File: src/rtl/video_trig_pkg.sv
// Purpose: shared constants and carrier types for the video sync trigger qualifier
// Assumes: 20 MHz ref_clk, 32-bit AHB-Lite register bus, one aligned word per register
// Notes:   register values are held in cycles of ref_clk unless stated otherwise
package video_trig_pkg;

	// clock rate and timing
	localparam longint CLK_HZ             = 64'd20000000;
	localparam longint MIN_WIDTH_FLOOR_PS = 64'd5000;            // 5 ns lower bound
	localparam longint MIN_WIDTH_MAX_PS   = 64'd9999999990000;   // 9.99999999 s upper bound
	localparam longint VSYNC_MIN_NS       = 64'd10000;           // standard-mode vertical sync qualifier
	// least time rounds up, longest time rounds down, never below one cycle
	localparam longint FLOOR_RAW = (MIN_WIDTH_FLOOR_PS * CLK_HZ + 64'd999999999999) / 64'd1000000000000;
	localparam logic [27:0] MIN_WIDTH_FLOOR_CYC = 28'((FLOOR_RAW < 64'd1) ? 64'd1 : FLOOR_RAW);
	localparam logic [27:0] MIN_WIDTH_MAX_CYC   = 28'((MIN_WIDTH_MAX_PS / 64'd1000) * CLK_HZ / 64'd1000000000);
	localparam logic [27:0] VSYNC_MIN_CYC       = 28'((VSYNC_MIN_NS * CLK_HZ + 64'd999999999) / 64'd1000000000);

	// event delay range
	localparam logic [23:0] EVENT_DELAY_MIN = 24'h000001;
	localparam logic [23:0] EVENT_DELAY_MAX = 24'hF42400;        // 16,000,000

	// register byte offsets
	localparam logic [7:0] OFS_MODE        = 8'h00;
	localparam logic [7:0] OFS_STD_CFG     = 8'h04;
	localparam logic [7:0] OFS_CUST_CFG    = 8'h08;
	localparam logic [7:0] OFS_LEVEL       = 8'h0C;
	localparam logic [7:0] OFS_HYST        = 8'h10;
	localparam logic [7:0] OFS_MIN_WIDTH   = 8'h14;
	localparam logic [7:0] OFS_EVENT_DELAY = 8'h18;
	localparam logic [7:0] OFS_RETRIGGER_A     = 8'h1C;
	localparam logic [7:0] OFS_STATUS      = 8'h20;

	// field positions
	localparam int MODE_LSB    = 0;
	localparam int REARM_BIT   = 8;
	localparam int SRC_LSB     = 0;
	localparam int POL_BIT     = 4;
	localparam int EDGE_BIT    = 5;
	localparam int ST_STATE_LSB = 0;
	localparam int ST_LEVEL_BIT = 8;
	localparam int ST_COUNT_LSB = 16;

	// source codes: 0 is the external input, 1..N the channels
	localparam logic [2:0] SRC_EXT   = 3'h0;
	localparam logic [2:0] SRC_RESET = 3'h1;

	// trigger modes
	typedef enum logic [1:0] {
		MODE_OFF           = 2'h0,
		lines_525_standard = 2'h1,
		lines_625_standard = 2'h2,
		custom_video       = 2'h3
	} trig_mode_t;

	// reset values
	localparam logic [15:0] LEVEL_RESET   = 16'h0080;
	localparam logic [15:0] HYST_RESET    = 16'h0000;
	localparam logic [23:0] RETRIGGER_A_RESET = 24'h000000;

	// comparator settings travel together
	typedef struct packed {
		logic [15:0] level;
		logic [15:0] noise_reject;
	} cmp_cfg_t;

	typedef struct packed {
		logic [2:0] src;
		logic       vertical_sync_polarity;   // 1 positive-going, 0 negative-going
	} standard_video_cfg_t;

	typedef struct packed {
		logic [2:0] src;
		logic       sync_polarity;            // 1 positive pulse arms
		logic       edge_falling;             // 1 falling edge fires
	} custom_video_cfg_t;

endpackage : video_trig_pkg

File: src/rtl/video_sync_trigger_qualifier.sv
// Purpose: video sync trigger qualifier with standard and custom video modes behind AHB-Lite
// Assumes: single-word AHB-Lite transfers, samples synchronous to ref_clk
// Notes:   zero-wait-state slave; read data registered in the address phase
//
// Functional notes
// - standard source is channel 1..2 (two-channel) or 1..4, or external.
// - external source accepted only on the two-channel variant.
// - standard source and polarity take effect only in 525 or 625 modes.
// - later standard settings and readbacks apply to the chosen source.
// - standard mode detects vertical sync with programmable polarity.
// - standard source readback returns the currently selected source.
// - custom mode arms only on a sync pulse of programmed polarity.
// - sync pulse arms only if longer than the minimum width.
// - minimum width spans 5 ns up to just under ten seconds.
// - after arming, count programmed horizontal sync events before edge search.
// - event delay count accepts 1 to 16,000,000.
// - after arming and delay, trigger fires on the selected edge.
// - custom trigger supports retrigger_a and noise_reject noise rejection.
// - event delay readback returns the last programmed value.
// - selected source compared against programmable level for pulses and edges.
`timescale 1ns/10ps
`default_nettype none
module video_sync_trigger_qualifier
	import video_trig_pkg::*;
#(
	parameter int NUM_CH   = 4,
	parameter int SAMPLE_W = 8
) (
	input  wire logic                           ref_clk,
	input  wire logic                           sys_rst,
	// ahb-lite slave
	input  wire logic                           hsel,
	input  wire logic [31:0]                    haddr,
	input  wire logic [1:0]                     htrans,
	input  wire logic                           hwrite,
	input  wire logic [2:0]                     hsize,
	input  wire logic                           hready,
	input  wire logic [31:0]                    hwdata,
	output logic [31:0]                         hrdata,
	output logic                                hreadyout,
	output logic                                hresp,
	// sampled waveforms
	input  wire logic [NUM_CH-1:0][SAMPLE_W-1:0] ch_sample,
	input  wire logic [SAMPLE_W-1:0]            ext_sample,
	// trigger results
	output logic                                trig_out,
	output logic                                vsync_det,
	output logic                                armed
);
	import video_trig_pkg::*;

	// refuse variants the source decode cannot serve
	if (NUM_CH < 1 || NUM_CH > 4) begin : g_ch_check
		$error("NUM_CH must be 1 to 4");
	end
	if (SAMPLE_W < 1 || SAMPLE_W > 16) begin : g_w_check
		$error("SAMPLE_W must be 1 to 16");
	end

	typedef enum logic [4:0] {
		ST_IDLE  = 5'b00001,
		ST_ARM   = 5'b00010,
		ST_COUNT = 5'b00100,
		ST_EDGE  = 5'b01000,
		ST_HOLD  = 5'b10000
	} state_t;

	// configuration and state registers
	trig_mode_t          mode_q;
	standard_video_cfg_t std_q;
	custom_video_cfg_t   cust_q;
	cmp_cfg_t            cmp_q;
	logic [27:0]         min_sync_width_q;
	logic [23:0]         event_delay_count_q;
	logic [23:0]         retrigger_a_q;
	state_t              state_q;
	logic [27:0]         wcnt_q;
	logic [23:0]         ecnt_q;
	logic [23:0]         hold_q;
	logic [27:0]         vrun_q;
	logic                lvl_prev_q;
	logic [15:0]         trig_cnt_q;
	logic                rearm_q;

	// bus phase registers
	logic                dwr_q;
	logic [7:0]          daddr_q;
	logic [31:0]         rdata_q;

	logic                addr_ok;
	logic                wr_mode;
	logic                wr_std;
	logic                wr_cust;
	logic                wr_level;
	logic                wr_hyst;
	logic                wr_width;
	logic                wr_delay;
	logic                wr_hold;
	logic                std_active;
	logic [2:0]          sel_src;
	logic [SAMPLE_W-1:0] sel_sample;
	logic                lvl;
	logic                sync_act;
	logic                sync_lead;
	logic                edge_hit;
	logic                rearm_now;
	logic [31:0]         rd_mux;

	// checks a source code against this variant
	function automatic logic src_ok(input logic [2:0] s);
		logic ok;
		ok = 1'b0;
		if (s == SRC_EXT) ok = (NUM_CH == 2);
		else if (32'(s) <= NUM_CH) ok = 1'b1;
		return ok;
	endfunction : src_ok

	// saturate a width request into the legal span
	function automatic logic [27:0] clamp_width(input logic [31:0] v);
		logic [27:0] r;
		r = v[27:0];
		if (v < {4'h0, MIN_WIDTH_FLOOR_CYC}) r = MIN_WIDTH_FLOOR_CYC;
		else if (v > {4'h0, MIN_WIDTH_MAX_CYC}) r = MIN_WIDTH_MAX_CYC;
		return r;
	endfunction : clamp_width

	function automatic logic [23:0] clamp_delay(input logic [31:0] v);
		logic [23:0] r;
		r = v[23:0];
		if (v < {8'h00, EVENT_DELAY_MIN}) r = EVENT_DELAY_MIN;
		else if (v > {8'h00, EVENT_DELAY_MAX}) r = EVENT_DELAY_MAX;
		return r;
	endfunction : clamp_delay

	// slave never stalls and never errors
	assign hreadyout = 1'b1;
	assign hresp     = 1'b0;
	assign hrdata    = rdata_q;
	assign addr_ok   = hsel && htrans[1] && hready;

	// address phase: note write target, register read data now
	always_ff @(posedge ref_clk) begin
		if (sys_rst) begin
			dwr_q   <= 1'b0;
			daddr_q <= 8'h00;
			rdata_q <= 32'h00000000;
		end else begin
			dwr_q   <= addr_ok && hwrite && (hsize == 3'h2) && (haddr[1:0] == 2'h0);
			daddr_q <= haddr[7:0];
			if (addr_ok && !hwrite) rdata_q <= rd_mux;
		end
	end

	// data-phase write strobes
	always_comb begin
		wr_mode  = dwr_q && (daddr_q == OFS_MODE);
		wr_std   = dwr_q && (daddr_q == OFS_STD_CFG);
		wr_cust  = dwr_q && (daddr_q == OFS_CUST_CFG);
		wr_level = dwr_q && (daddr_q == OFS_LEVEL);
		wr_hyst  = dwr_q && (daddr_q == OFS_HYST);
		wr_width = dwr_q && (daddr_q == OFS_MIN_WIDTH);
		wr_delay = dwr_q && (daddr_q == OFS_EVENT_DELAY);
		wr_hold  = dwr_q && (daddr_q == OFS_RETRIGGER_A);
	end

	assign std_active = (mode_q == lines_525_standard) || (mode_q == lines_625_standard);

	// mode register, rearm request is a one-cycle strobe
	always_ff @(posedge ref_clk) begin
		if (sys_rst) begin
			mode_q  <= MODE_OFF;
			rearm_q <= 1'b0;
		end else begin
			rearm_q <= wr_mode;
			if (wr_mode) mode_q <= trig_mode_t'(hwdata[MODE_LSB +: 2]);
		end
	end

	// standard settings accepted only while a standard mode runs
	always_ff @(posedge ref_clk) begin
		if (sys_rst) begin
			std_q <= '{src: SRC_RESET, vertical_sync_polarity: 1'b0};
		end else if (wr_std && std_active) begin
			if (src_ok(hwdata[SRC_LSB +: 3])) std_q.src <= hwdata[SRC_LSB +: 3];
			std_q.vertical_sync_polarity <= hwdata[POL_BIT];
		end
	end

	// custom settings; bad source codes keep the old choice
	always_ff @(posedge ref_clk) begin
		if (sys_rst) begin
			cust_q <= '{src: SRC_RESET, sync_polarity: 1'b0, edge_falling: 1'b0};
		end else if (wr_cust) begin
			if (src_ok(hwdata[SRC_LSB +: 3])) cust_q.src <= hwdata[SRC_LSB +: 3];
			cust_q.sync_polarity <= hwdata[POL_BIT];
			cust_q.edge_falling  <= hwdata[EDGE_BIT];
		end
	end

	// level, band, width, delay and retrigger_a settings
	always_ff @(posedge ref_clk) begin
		if (sys_rst) begin
			cmp_q               <= '{level: LEVEL_RESET, noise_reject: HYST_RESET};
			min_sync_width_q    <= MIN_WIDTH_FLOOR_CYC;
			event_delay_count_q <= EVENT_DELAY_MIN;
			retrigger_a_q       <= RETRIGGER_A_RESET;
		end else begin
			if (wr_level) cmp_q.level <= hwdata[15:0];
			if (wr_hyst) cmp_q.noise_reject <= hwdata[15:0];
			if (wr_width) min_sync_width_q <= clamp_width(hwdata);
			if (wr_delay) event_delay_count_q <= clamp_delay(hwdata);
			if (wr_hold) retrigger_a_q <= hwdata[23:0];
		end
	end

	// readback; unmapped offsets read zero
	always_comb begin
		rd_mux = 32'h00000000;
		case (haddr[7:0])
			OFS_MODE:        rd_mux[MODE_LSB +: 2] = mode_q;
			OFS_STD_CFG: begin
				rd_mux[SRC_LSB +: 3] = std_q.src;
				rd_mux[POL_BIT]      = std_q.vertical_sync_polarity;
			end
			OFS_CUST_CFG: begin
				rd_mux[SRC_LSB +: 3] = cust_q.src;
				rd_mux[POL_BIT]      = cust_q.sync_polarity;
				rd_mux[EDGE_BIT]     = cust_q.edge_falling;
			end
			OFS_LEVEL:       rd_mux[15:0] = cmp_q.level;
			OFS_HYST:        rd_mux[15:0] = cmp_q.noise_reject;
			OFS_MIN_WIDTH:   rd_mux[27:0] = min_sync_width_q;
			OFS_EVENT_DELAY: rd_mux[23:0] = event_delay_count_q;
			OFS_RETRIGGER_A:     rd_mux[23:0] = retrigger_a_q;
			OFS_STATUS: begin
				rd_mux[ST_STATE_LSB +: 5]  = state_q;
				rd_mux[ST_LEVEL_BIT]       = lvl;
				rd_mux[ST_COUNT_LSB +: 16] = trig_cnt_q;
			end
			default:         rd_mux = 32'h00000000;
		endcase
	end

	// source select: standard modes use their own chosen source
	assign sel_src = std_active ? std_q.src : cust_q.src;

	always_comb begin
		sel_sample = ext_sample;
		for (int i = 0; i < NUM_CH; i++) begin
			if (32'(sel_src) == i + 1) sel_sample = ch_sample[i];
		end
	end

	// single comparator on the selected source
	level_comparator #(
		.SAMPLE_W (SAMPLE_W)
	) u_cmp (
		.ref_clk (ref_clk),
		.sys_rst (sys_rst),
		.sample  (sel_sample),
		.cfg     (cmp_q),
		.above   (lvl)
	);

	// sync is active when the level matches the chosen polarity
	always_comb begin
		sync_act  = std_active ? (lvl == std_q.vertical_sync_polarity) : (lvl == cust_q.sync_polarity);
		sync_lead = sync_act && (lvl != lvl_prev_q);
		edge_hit  = (lvl != lvl_prev_q) && (lvl == !cust_q.edge_falling);
		rearm_now = rearm_q || (mode_q != custom_video);
	end

	always_ff @(posedge ref_clk) begin
		if (sys_rst) lvl_prev_q <= 1'b0;
		else lvl_prev_q <= lvl;
	end

	// standard mode: vertical sync is a long pulse of the chosen polarity
	always_ff @(posedge ref_clk) begin
		if (sys_rst) begin
			vrun_q    <= 28'h0000000;
			vsync_det <= 1'b0;
		end else begin
			vsync_det <= 1'b0;
			if (!std_active || !sync_act) begin
				vrun_q <= 28'h0000000;
			end else if (vrun_q != VSYNC_MIN_CYC) begin
				vrun_q <= vrun_q + 28'h0000001;
				if (vrun_q == VSYNC_MIN_CYC - 28'h0000001) vsync_det <= 1'b1;
			end
		end
	end

	// custom sequence: arm on wide sync, count syncs, fire on edge, hold off
	always_ff @(posedge ref_clk) begin
		if (sys_rst) begin
			state_q <= ST_IDLE;
			wcnt_q  <= 28'h0000000;
			ecnt_q  <= 24'h000000;
			hold_q  <= 24'h000000;
		end else if (rearm_now) begin
			// fresh measurement each sequence, also on mode change
			state_q <= (mode_q == custom_video) ? ST_ARM : ST_IDLE;
			wcnt_q  <= 28'h0000000;
			ecnt_q  <= 24'h000000;
			hold_q  <= 24'h000000;
		end else begin
			case (state_q)
				ST_IDLE: begin
					state_q <= ST_ARM;
				end
				ST_ARM: begin
					if (!sync_act) begin
						wcnt_q <= 28'h0000000;
					end else if (wcnt_q >= min_sync_width_q) begin
						// this cycle makes the pulse longer than the minimum
						state_q <= ST_COUNT;
						ecnt_q  <= 24'h000000;
					end else begin
						wcnt_q <= wcnt_q + 28'h0000001;
					end
				end
				ST_COUNT: begin
					if (sync_lead) begin
						ecnt_q <= ecnt_q + 24'h000001;
						if (ecnt_q + 24'h000001 >= event_delay_count_q) state_q <= ST_EDGE;
					end
				end
				ST_EDGE: begin
					if (edge_hit) begin
						wcnt_q  <= 28'h0000000;
						ecnt_q  <= 24'h000000;
						hold_q  <= retrigger_a_q;
						state_q <= (retrigger_a_q == 24'h000000) ? ST_ARM : ST_HOLD;
					end
				end
				ST_HOLD: begin
					// retrigger_a keeps the next sequence from starting too soon
					if (hold_q <= 24'h000001) state_q <= ST_ARM;
					hold_q <= hold_q - 24'h000001;
				end
				default: begin
					state_q <= ST_IDLE;
				end
			endcase
		end
	end

	// trigger pulse: custom edge or standard vertical sync
	always_ff @(posedge ref_clk) begin
		if (sys_rst) begin
			trig_out   <= 1'b0;
			trig_cnt_q <= 16'h0000;
		end else begin
			trig_out <= 1'b0;
			if ((!rearm_now && state_q == ST_EDGE && edge_hit) || vsync_det) begin
				trig_out   <= 1'b1;
				trig_cnt_q <= trig_cnt_q + 16'h0001;
			end
		end
	end

	// armed covers the delay count and the edge search
	always_ff @(posedge ref_clk) begin
		if (sys_rst) armed <= 1'b0;
		else armed <= !rearm_now && (state_q == ST_COUNT || state_q == ST_EDGE ||
			(state_q == ST_ARM && sync_act && wcnt_q >= min_sync_width_q));
	end

endmodule : video_sync_trigger_qualifier
`default_nettype wire

File: src/rtl/level_comparator.sv
// Purpose: compares one sample stream against the trigger level with a noise_reject band
// Assumes: unsigned samples synchronous to ref_clk
// Notes:   output is registered; band is symmetric about the level
`timescale 1ns/10ps
`default_nettype none
module level_comparator
	import video_trig_pkg::*;
#(
	parameter int SAMPLE_W = 8
) (
	input  wire logic                          ref_clk,
	input  wire logic                          sys_rst,
	input  wire logic [SAMPLE_W-1:0]           sample,
	input  wire video_trig_pkg::cmp_cfg_t      cfg,
	output logic                               above
);
	import video_trig_pkg::*;

	logic [SAMPLE_W+1:0] samp_w;
	logic [SAMPLE_W+1:0] hi_thr;
	logic [SAMPLE_W+1:0] lo_thr;
	logic [SAMPLE_W+1:0] lvl_w;
	logic [SAMPLE_W+1:0] hys_w;

	// widen before adding so the band never wraps
	always_comb begin
		samp_w = {2'b00, sample};
		lvl_w  = {2'b00, cfg.level[SAMPLE_W-1:0]};
		hys_w  = {2'b00, cfg.noise_reject[SAMPLE_W-1:0]};
		hi_thr = lvl_w + hys_w;
		lo_thr = (lvl_w > hys_w) ? (lvl_w - hys_w) : '0;
	end

	// rises above level+band, falls below level-band
	always_ff @(posedge ref_clk) begin
		if (sys_rst) begin
			above <= 1'b0;
		end else if (above) begin
			if (samp_w < lo_thr) above <= 1'b0;
		end else begin
			if (samp_w > hi_thr) above <= 1'b1;
		end
	end

endmodule : level_comparator
`default_nettype wire

File: config.mk
export PLATFORM = sky130hd
export DESIGN_NAME = video_sync_trigger_qualifier
export DESIGN_NICKNAME = d
export VERILOG_FILES = /design/src/rtl/video_trig_pkg.sv /design/src/rtl/video_sync_trigger_qualifier.sv /design/src/rtl/level_comparator.sv
export SDC_FILE = /design/constraint.sdc
export NUM_CORES = 1
export LEC_CHECK = 0
export BUFFER_PORTS_ARGS = -buffer_cell sky130_fd_sc_hd__buf_2
export CELL_PAD_IN_SITES_DETAIL_PLACEMENT = 2
export CELL_PAD_IN_SITES_GLOBAL_PLACEMENT = 2
export CORE_MARGIN = 4
export CORE_UTILIZATION = 35
export CTS_CLUSTER_SIZE = 14
export DETAILED_ROUTE_END_ITERATION = 16
export PLACE_DENSITY = 0.79
export SETUP_SLACK_MARGIN = 0.3
export SLEW_MARGIN = 20
export SYNTH_ARGS = -nofsm -noshare
export SYNTH_HDL_FRONTEND = slang
export SYNTH_SLANG_ARGS = --single-unit
File: constraint.sdc
create_clock -name ref_clk -period 4.55 [get_ports ref_clk]
set_input_delay 0.455 -clock ref_clk [delete_from_list [all_inputs] [get_ports ref_clk]]
set_output_delay 0.455 -clock ref_clk [all_outputs]
set_load 0.01 [all_outputs]
==> results.yml, run 1 <==
outcome:
  status: "finished clean"
hold_path:
  hold_end: "dwr_q$_SDFF_PP0_"
  hp-start: "hsize[1]"
  hold_depth: 3
  hold_path_class: "in2reg"
placed_design:
  place_area_sq_mm: 0.0168
  numPortBuffers: 123
  dp_worst_setup_slack_ns: 0.479
  dp_hpwl_um: 45500
  gp_congestion: 0.878
clock_network:
  hold_buffers: 0
  clock_sink_count: 291
  cts.clk_slew.worst_paths_ns: 0.06
  numCtsBuffers: 37
  worstSkewPairLatency_ns: 0.56
  cts_tree: "built"
  cts_buffer_depth: 3
  htree_num_levels: 2
  cts_root_buffer: "clkbuf_16"
yosys:
  synth.cell_area_sq_mm: 0.0157
  synthArstFlopShare: 0
  synth_xor_area_frac: 0.0559
  syn_avg_cell_area_sq_um: 7.89
  ys_seq_elements: 291
  ys_types: 73
  yosys.area_share.simple: 0.241
  synth_fa_ha_area_frac: 0.0753
  syn-instance-count: 1985
  synth.area.mux_share: 0.0185
  yosysSeqAreaShare: 0.372
  synth_top_family_by_area: "simple AND/OR/NAND/NOR gates"
  yosysWarnings: 0
  synth_edf_count: 0
  syn_nets: 2192
  synthFlopType: "dfxtp_1"
  synth_compound_gate_area_share: 0.189
layout:
  final_area_sq_mm: 0.0181
  antenna_cells: 0
  drive_gt1_frac: 0.112
  n_fill_cell: 5033
  area_growth_pct: 15.5
  fin_nets: 2278
  utilization: 0.409
power_and_ir_drop:
  p_leak_nw: 6.72
  sequentialPowerShare: 0.441
  power_switching_share: 0.236
  p_int_mw: 4.45
  clkPwrFrac: 0.522
  powerDensity_mw_per_mm2: 322
  comb_power_share: 0.038
  netSwitchingPower_mw: 1.38
  ir_drop_mv: 0.251
global_routing:
  grt_pass1_vias: 16480
  overflow: 0
  grt_max_degree: 110
  grt.total_usage: 0.255
  grt_pass1_wl_um: 96400
  antenna_found_initial: 1
sta:
  tightest_slew_ns: 1.04
  grt_setup_unrepaired: "yes"
  relSlewSlack: 0.304
  holdWs_ns: 0.162
  min_period_ns: 4.06
  period_share: 0.891
  finalSetupViolations: 0
  slew_viol_final: 0
  finalClockSkew_ns: 0.0179
  setup_tns_ns: 0
  layout_setup_ws_ns: 0.495
  fmax_mhz: 247
  hold_viol: 0
setup_path:
  cp.arrival_ns: 4.49
  rr_worst_depth: 15
  path_max_fanout: 11
  r2r_setup_slack_ns: 0.49
  cp.required_ns: 4.98
  endpoint_kind: "register"
  cp-start-kind: "register"
  worstSetupPathType: "reg2reg"
  r2r-start: "mode_q[0]$_SDFFE_PP0P_"
  reg2reg_to: "u_cmp.above$_SDFF_PP0_"
die:
  start_util: 0.354
  coreArea_sq_mm: 0.0442
  dieArea_sq_mm: 0.0482
  rows: 77
  io_pins: 151
  die_w_um: 219
  die_height_um: 219
drt:
  drt_iter0_drc: 853
  dr.pass1.iters: 8
  postRouteAntennaNets: 0
  post_drt_wl_per_cell_um: 23.2
  wl_um: 62500
  drc: 0
  vias: 15350
  viasPerCell: 5.71
job:
  cap_viol_max_count: 0
timing repair:
item / CTS / global route
setup endpoints to repair: 0 / 5
resized for setup: 0 / 4
setup buffers: 0 / 0
cell usage in the layout (no fill, tap or decap), types with 37 or more instances in the layout:
| master | n |
|---|---|
| dfxtp_1 | 291 |
| nand2_1 | 255 |
| nor2_1 | 247 |
| a21oi_1 | 170 |
| buf_2 | 122 |
| inv_1 | 92 |
| ha_1 | 91 |
| nand3_1 | 81 |
| o21ai_0 | 78 |
| xor2_1 | 65 |
| a22oi_1 | 55 |
| a211oi_1 | 45 |
| clkbuf_16 | 37 |
power groups by stage:
| stage | clock [mW] | sequential, mW | combinational, mW |
|---|---|---|---|
| global placement | 0 | 2.62 | 0.211 |
| CTS | 3.10 | 2.57 | 0.218 |
| detailed placement | 0 | 2.63 | 0.217 |
| floorplan | 0 | 2.62 | 0.0977 |
| global route | 3.22 | 2.57 | 0.236 |
| finish | 3.04 | 2.57 | 0.219 |
worst max path at each step:
stage	start	to	slack (ns)	cells past startpoint
finish	mode_q[0]$_SDFFE_PP0P_	u_cmp.above$_SDFF_PP0_	0.49	15
floorplan	mode_q[0]$_SDFFE_PP0P_	u_cmp.above$_SDFF_PP0_	1.01	19
global route	mode_q[1]$_SDFFE_PP0P_	u_cmp.above$_SDFF_PP0_	0.25	15
global placement	mode_q[0]$_SDFFE_PP0P_	u_cmp.above$_SDFF_PP0_	0.69	15
CTS	ecnt_q[2]$_SDFFE_PP0P_	state_q[3]$_SDFFE_PP0P_	0.48	16
detailed placement	ecnt_q[2]$_SDFFE_PP0P_	state_q[3]$_SDFFE_PP0P_	0.48	16
sequential cells by signal, summed over array words and instances (netlist names), 2 cells and up:
register / cells
cmp_q: 32
cust_q: 5
daddr_q: 8
ecnt_q: 24
event_delay_count_q: 24
hold_q: 24
hrdata: 32
min_sync_width_q: 28
mode_q: 2
retrigger_a_q: 24
state_q: 5
std_q: 4
trig_cnt_q: 16
vrun_q: 28
wcnt_q: 28
Yosys cell counts (all sizes together), types with 9 or more instances:
cell	count	area, sq um
a211oi	45	338
a21o	10	75.1
a21oi	170	851
a221oi	13	114
a222oi	16	160
a22oi	55	413
a31oi	13	81.3
and2	9	56.3
and3	30	188
buf	13	72.6
clkbuf	90	338
dfxtp	291	5830
ha	91	1140
inv	92	345
mux2i	21	210
nand2	257	965
nand2b	22	138
nand3	81	405
nand3b	10	75.1
nand4	28	175
nor2	250	938
nor2b	20	125
nor3	37	201
nor4	29	196
o21ai	79	395
o22ai	15	93.8
or3	12	85.1
xnor2	35	307
xor2	65	569
kinds of logic after synthesis:
family                     count (synthesis)
AOI/OAI and AO/OA                        463
xor gates and xnor gates                 100
adders and majority gates                 93
buffers and inverters                    195
DFF                                      291
muxes                                     28
other                                      2
and+or+nand+nor                          813
per-layer routing:
metal | track usage | part of all wire | up-vias
li1 | - | - | 7184
met1 | 0.314 | 0.43 | 7718
met2 | 0.448 | 0.49 | 326
met3 | 0.0393 | 0.043 | 120
met4 | 0.0986 | 0.040 | 2
met5 | 0 | 0.00021 | -
metrics by stage:
stage	std cells	power, mW
after floorplan	1985	2.72
after global placement	2624	2.84
after detailed placement	2624	2.84
after CTS	2689	5.89
after global routing	2689	6.03
final	2689	5.83
layout make-up:
| cell class | count | area, sq um | share of cell area |
|---|---|---|---|
| Clock buffer | 55 | 1080 | 0.0599 |
| Clock inverter | 10 | 155 | 0.00858 |
| Tap cell | 592 | 741 | 0.0410 |
| Multi-Input combinational cell | 1499 | 9100 | 0.504 |
| Timing Repair Buffer | 150 | 825 | 0.0456 |
| Inverter | 92 | 345 | 0.0191 |
| Sequential cell | 291 | 5830 | 0.322 |
critical path: stages, from the launching register on:
cell and delay, ns:
dfxtp_1 0.33, ha_1 0.58, mux2_2 0.49, nor3_1 0.42
nor2_1 0.16, a22oi_1 0.19, o21ai_0 0.21, ha_1 0.36
a21o_1 0.17, a21o_1 0.17, a21oi_1 0.15, nor2_1 0.07
a211oi_1 0.27, a31oi_1 0.14, a21oi_1 0.13, o21ai_0 0.08
(Power assumes the default switching activity.)
==> run 2, diff against run 1 <==
==> constraint.sdc (replaced) <==
create_clock -name ref_clk -period 4.2 [get_ports ref_clk]
set_input_delay 0.42 -clock ref_clk [delete_from_list [all_inputs] [get_ports ref_clk]]
set_output_delay 0.42 -clock ref_clk [all_outputs]
set_load 0.02 [all_outputs]
==> run 2 against run 1 <==
Via count is 2.0% higher. Non-clock buffer count is 14 higher. Global-route usage is 0.22 points higher. Maximum frequency is 9.5% higher. Critical path depth is 4 lower. Combinational power is 13% higher. Largest cell class unchanged.
==> results.yml, run 2 (synthesized netlist as in run 1, its figures left out) <==
sta:
  period_share: 0.882
  grt_setup_unrepaired: "no"
  setup_tns_ns: 0
  min_period_ns: 3.70
  hold_viol: 0
  tightest_slew_ns: 0.957
  relSlewSlack: 0.362
  finalSetupViolations: 0
  layout_setup_ws_ns: 0.496
  finalClockSkew_ns: 0.0141
  fmax_mhz: 270
  slew_viol_final: 0
placed_design:
  dp_hpwl_um: 45800
  numPortBuffers: 123
  gp_congestion: 0.858
  dp_cells: 2632
  dp_worst_setup_slack_ns: 0.257
setup_path:
  rr_worst_depth: 11
  cp.required_ns: 4.62
  r2r-start: "min_sync_width_q[27]$_SDFFE_PP0P_"
  path_max_fanout: 19
  crit_start: "min_sync_width_q[27]$_SDFFE_PP0P_"
  endpoint_kind: "register"
  reg2reg_to: "ecnt_q[3]$_SDFFE_PP0P_"
  cp.arrival_ns: 4.12
  worstSetupPathType: "reg2reg"
  r2r_setup_slack_ns: 0.50
  cp-start-kind: "register"
drt:
  postRouteAntennaNets: 0
  post_drt_wl_per_cell_um: 23.5
  wl_met1_um: 26800
  wl_met3_um: 3300
  dr.pass1.iters: 6
  top_layer: "met4"
  wl_um: 63500
  route.met2.wl_um: 31100
  drt_iter0_drc: 971
  drc: 0
  vias: 15664
  viasPerCell: 5.79
layout:
  drive_gt1_frac: 0.125
  mostFrequentLayoutCells: "dfxtp_1, nand2_1, nor2_1, a21oi_1, buf_2"
  final_cells: 2707
  area_growth_pct: 16.8
  mostFrequentLayoutCell: "dfxtp_1"
  fin_nets: 2293
die:
  die_height_um: 219
  coreArea_sq_mm: 0.0442
  io_pins: 151
  rows: 77
  die_w_um: 219
  dieArea_sq_mm: 0.0482
  start_util: 0.354
global_routing:
  grt_pass1_vias: 16694
  antenna_found_initial: 1
  grt_max_degree: 79
  grt.total_usage: 0.258
  grt_pass1_wl_um: 97100
  overflow: 0
clock_network:
  numCtsBuffers: 38
  cts_tree: "built"
  clock_sink_count: 291
  worstSkewPairLatency_ns: 0.56
  cts_buffer_depth: 3
  htree_num_levels: 2
  cts.clk_slew.worst_paths_ns: 0.06
  cts_root_buffer: "clkbuf_16"
  hold_buffers: 0
power_and_ir_drop:
  p_leak_nw: 6.81
  power.total_mw: 6.40
  powerDensity_mw_per_mm2: 350
  ir_drop_mv: 0.268
outcome:
  status: "finished clean"
hold_path:
  hold_path_class: "in2reg"
  hp-start: "hsize[0]"
  hold_end: "dwr_q$_SDFF_PP0_"
  hold_depth: 3
job:
  cap_viol_max_count: 0
[run 2: metrics by stage]
step / hold slack (ns) / area [sq um] / util
finish: 0.124 / 18300 / 0.414
global route: 0.122 / 18300 / 0.414
CTS: 0.102 / 18200 / 0.411
detailed placement: 0.446 / 16900 / 0.382
global placement: 0.438 / 16900 / 0.382
floorplan: 0.436 / 15700 / -
[run 2: metal layers]
layer,vias up,GRT usage
met5,-,0
met4,0,0.0929
met3,128,0.0456
met2,397,0.453
met1,7923,0.316
li1,7216,-
[run 2: what timing repair did]
item                                    CTS  global route
endpoints found under the setup margin    1             5
pin swaps                                 0             4
gates resized for setup                   3            21
buffers inserted                          0             6
[run 2: worst max-delay path by stage]
stage | slack [ns] | end | cells past startpoint
after floorplan | 0.66 | u_cmp.above$_SDFF_PP0_ | 19
after global placement | 0.38 | u_cmp.above$_SDFF_PP0_ | 17
after detailed placement | 0.26 | u_cmp.above$_SDFF_PP0_ | 17
after CTS | 0.35 | u_cmp.above$_SDFF_PP0_ | 19
after global routing | 0.27 | state_q[3]$_SDFFE_PP0P_ | 16
final | 0.50 | ecnt_q[3]$_SDFFE_PP0P_ | 11
[run 2: power breakdown]
part / internal, mW / total (mW) / leakage, nW / switching [mW]
Clock: 2.07 / 3.37 / 0.631 / 1.30
Combinational: 0.0777 / 0.247 / 3.83 / 0.169
Sequential: 2.77 / 2.78 / 2.35 / 0.0118
Total: 4.92 / 6.40 / 6.81 / 1.48
[run 2: final cells by class]
cell class,count,area [sq um]
Fill cell,4993,25900
Multi-Input combinational cell,1499,9170
Sequential cell,291,5830
Clock buffer,58,1150
Timing Repair Buffer,164,930
Tap cell,592,741
Inverter,92,345
Clock inverter,10,125
Antenna cell,1,2.50
[run 2: worst max-delay path, stage by stage, from the launching register on]
cell	delay, ns
dfxtp_1	0.48
inv_1	0.10
ha_1	0.32
nand4_1	0.19
nor4_1	0.65
nand2_1	0.27
a21oi_1	0.27
o211a_1	0.63
buf_4	0.31
nand2_1	0.08
a21oi_1	0.17
nor2_1	0.06
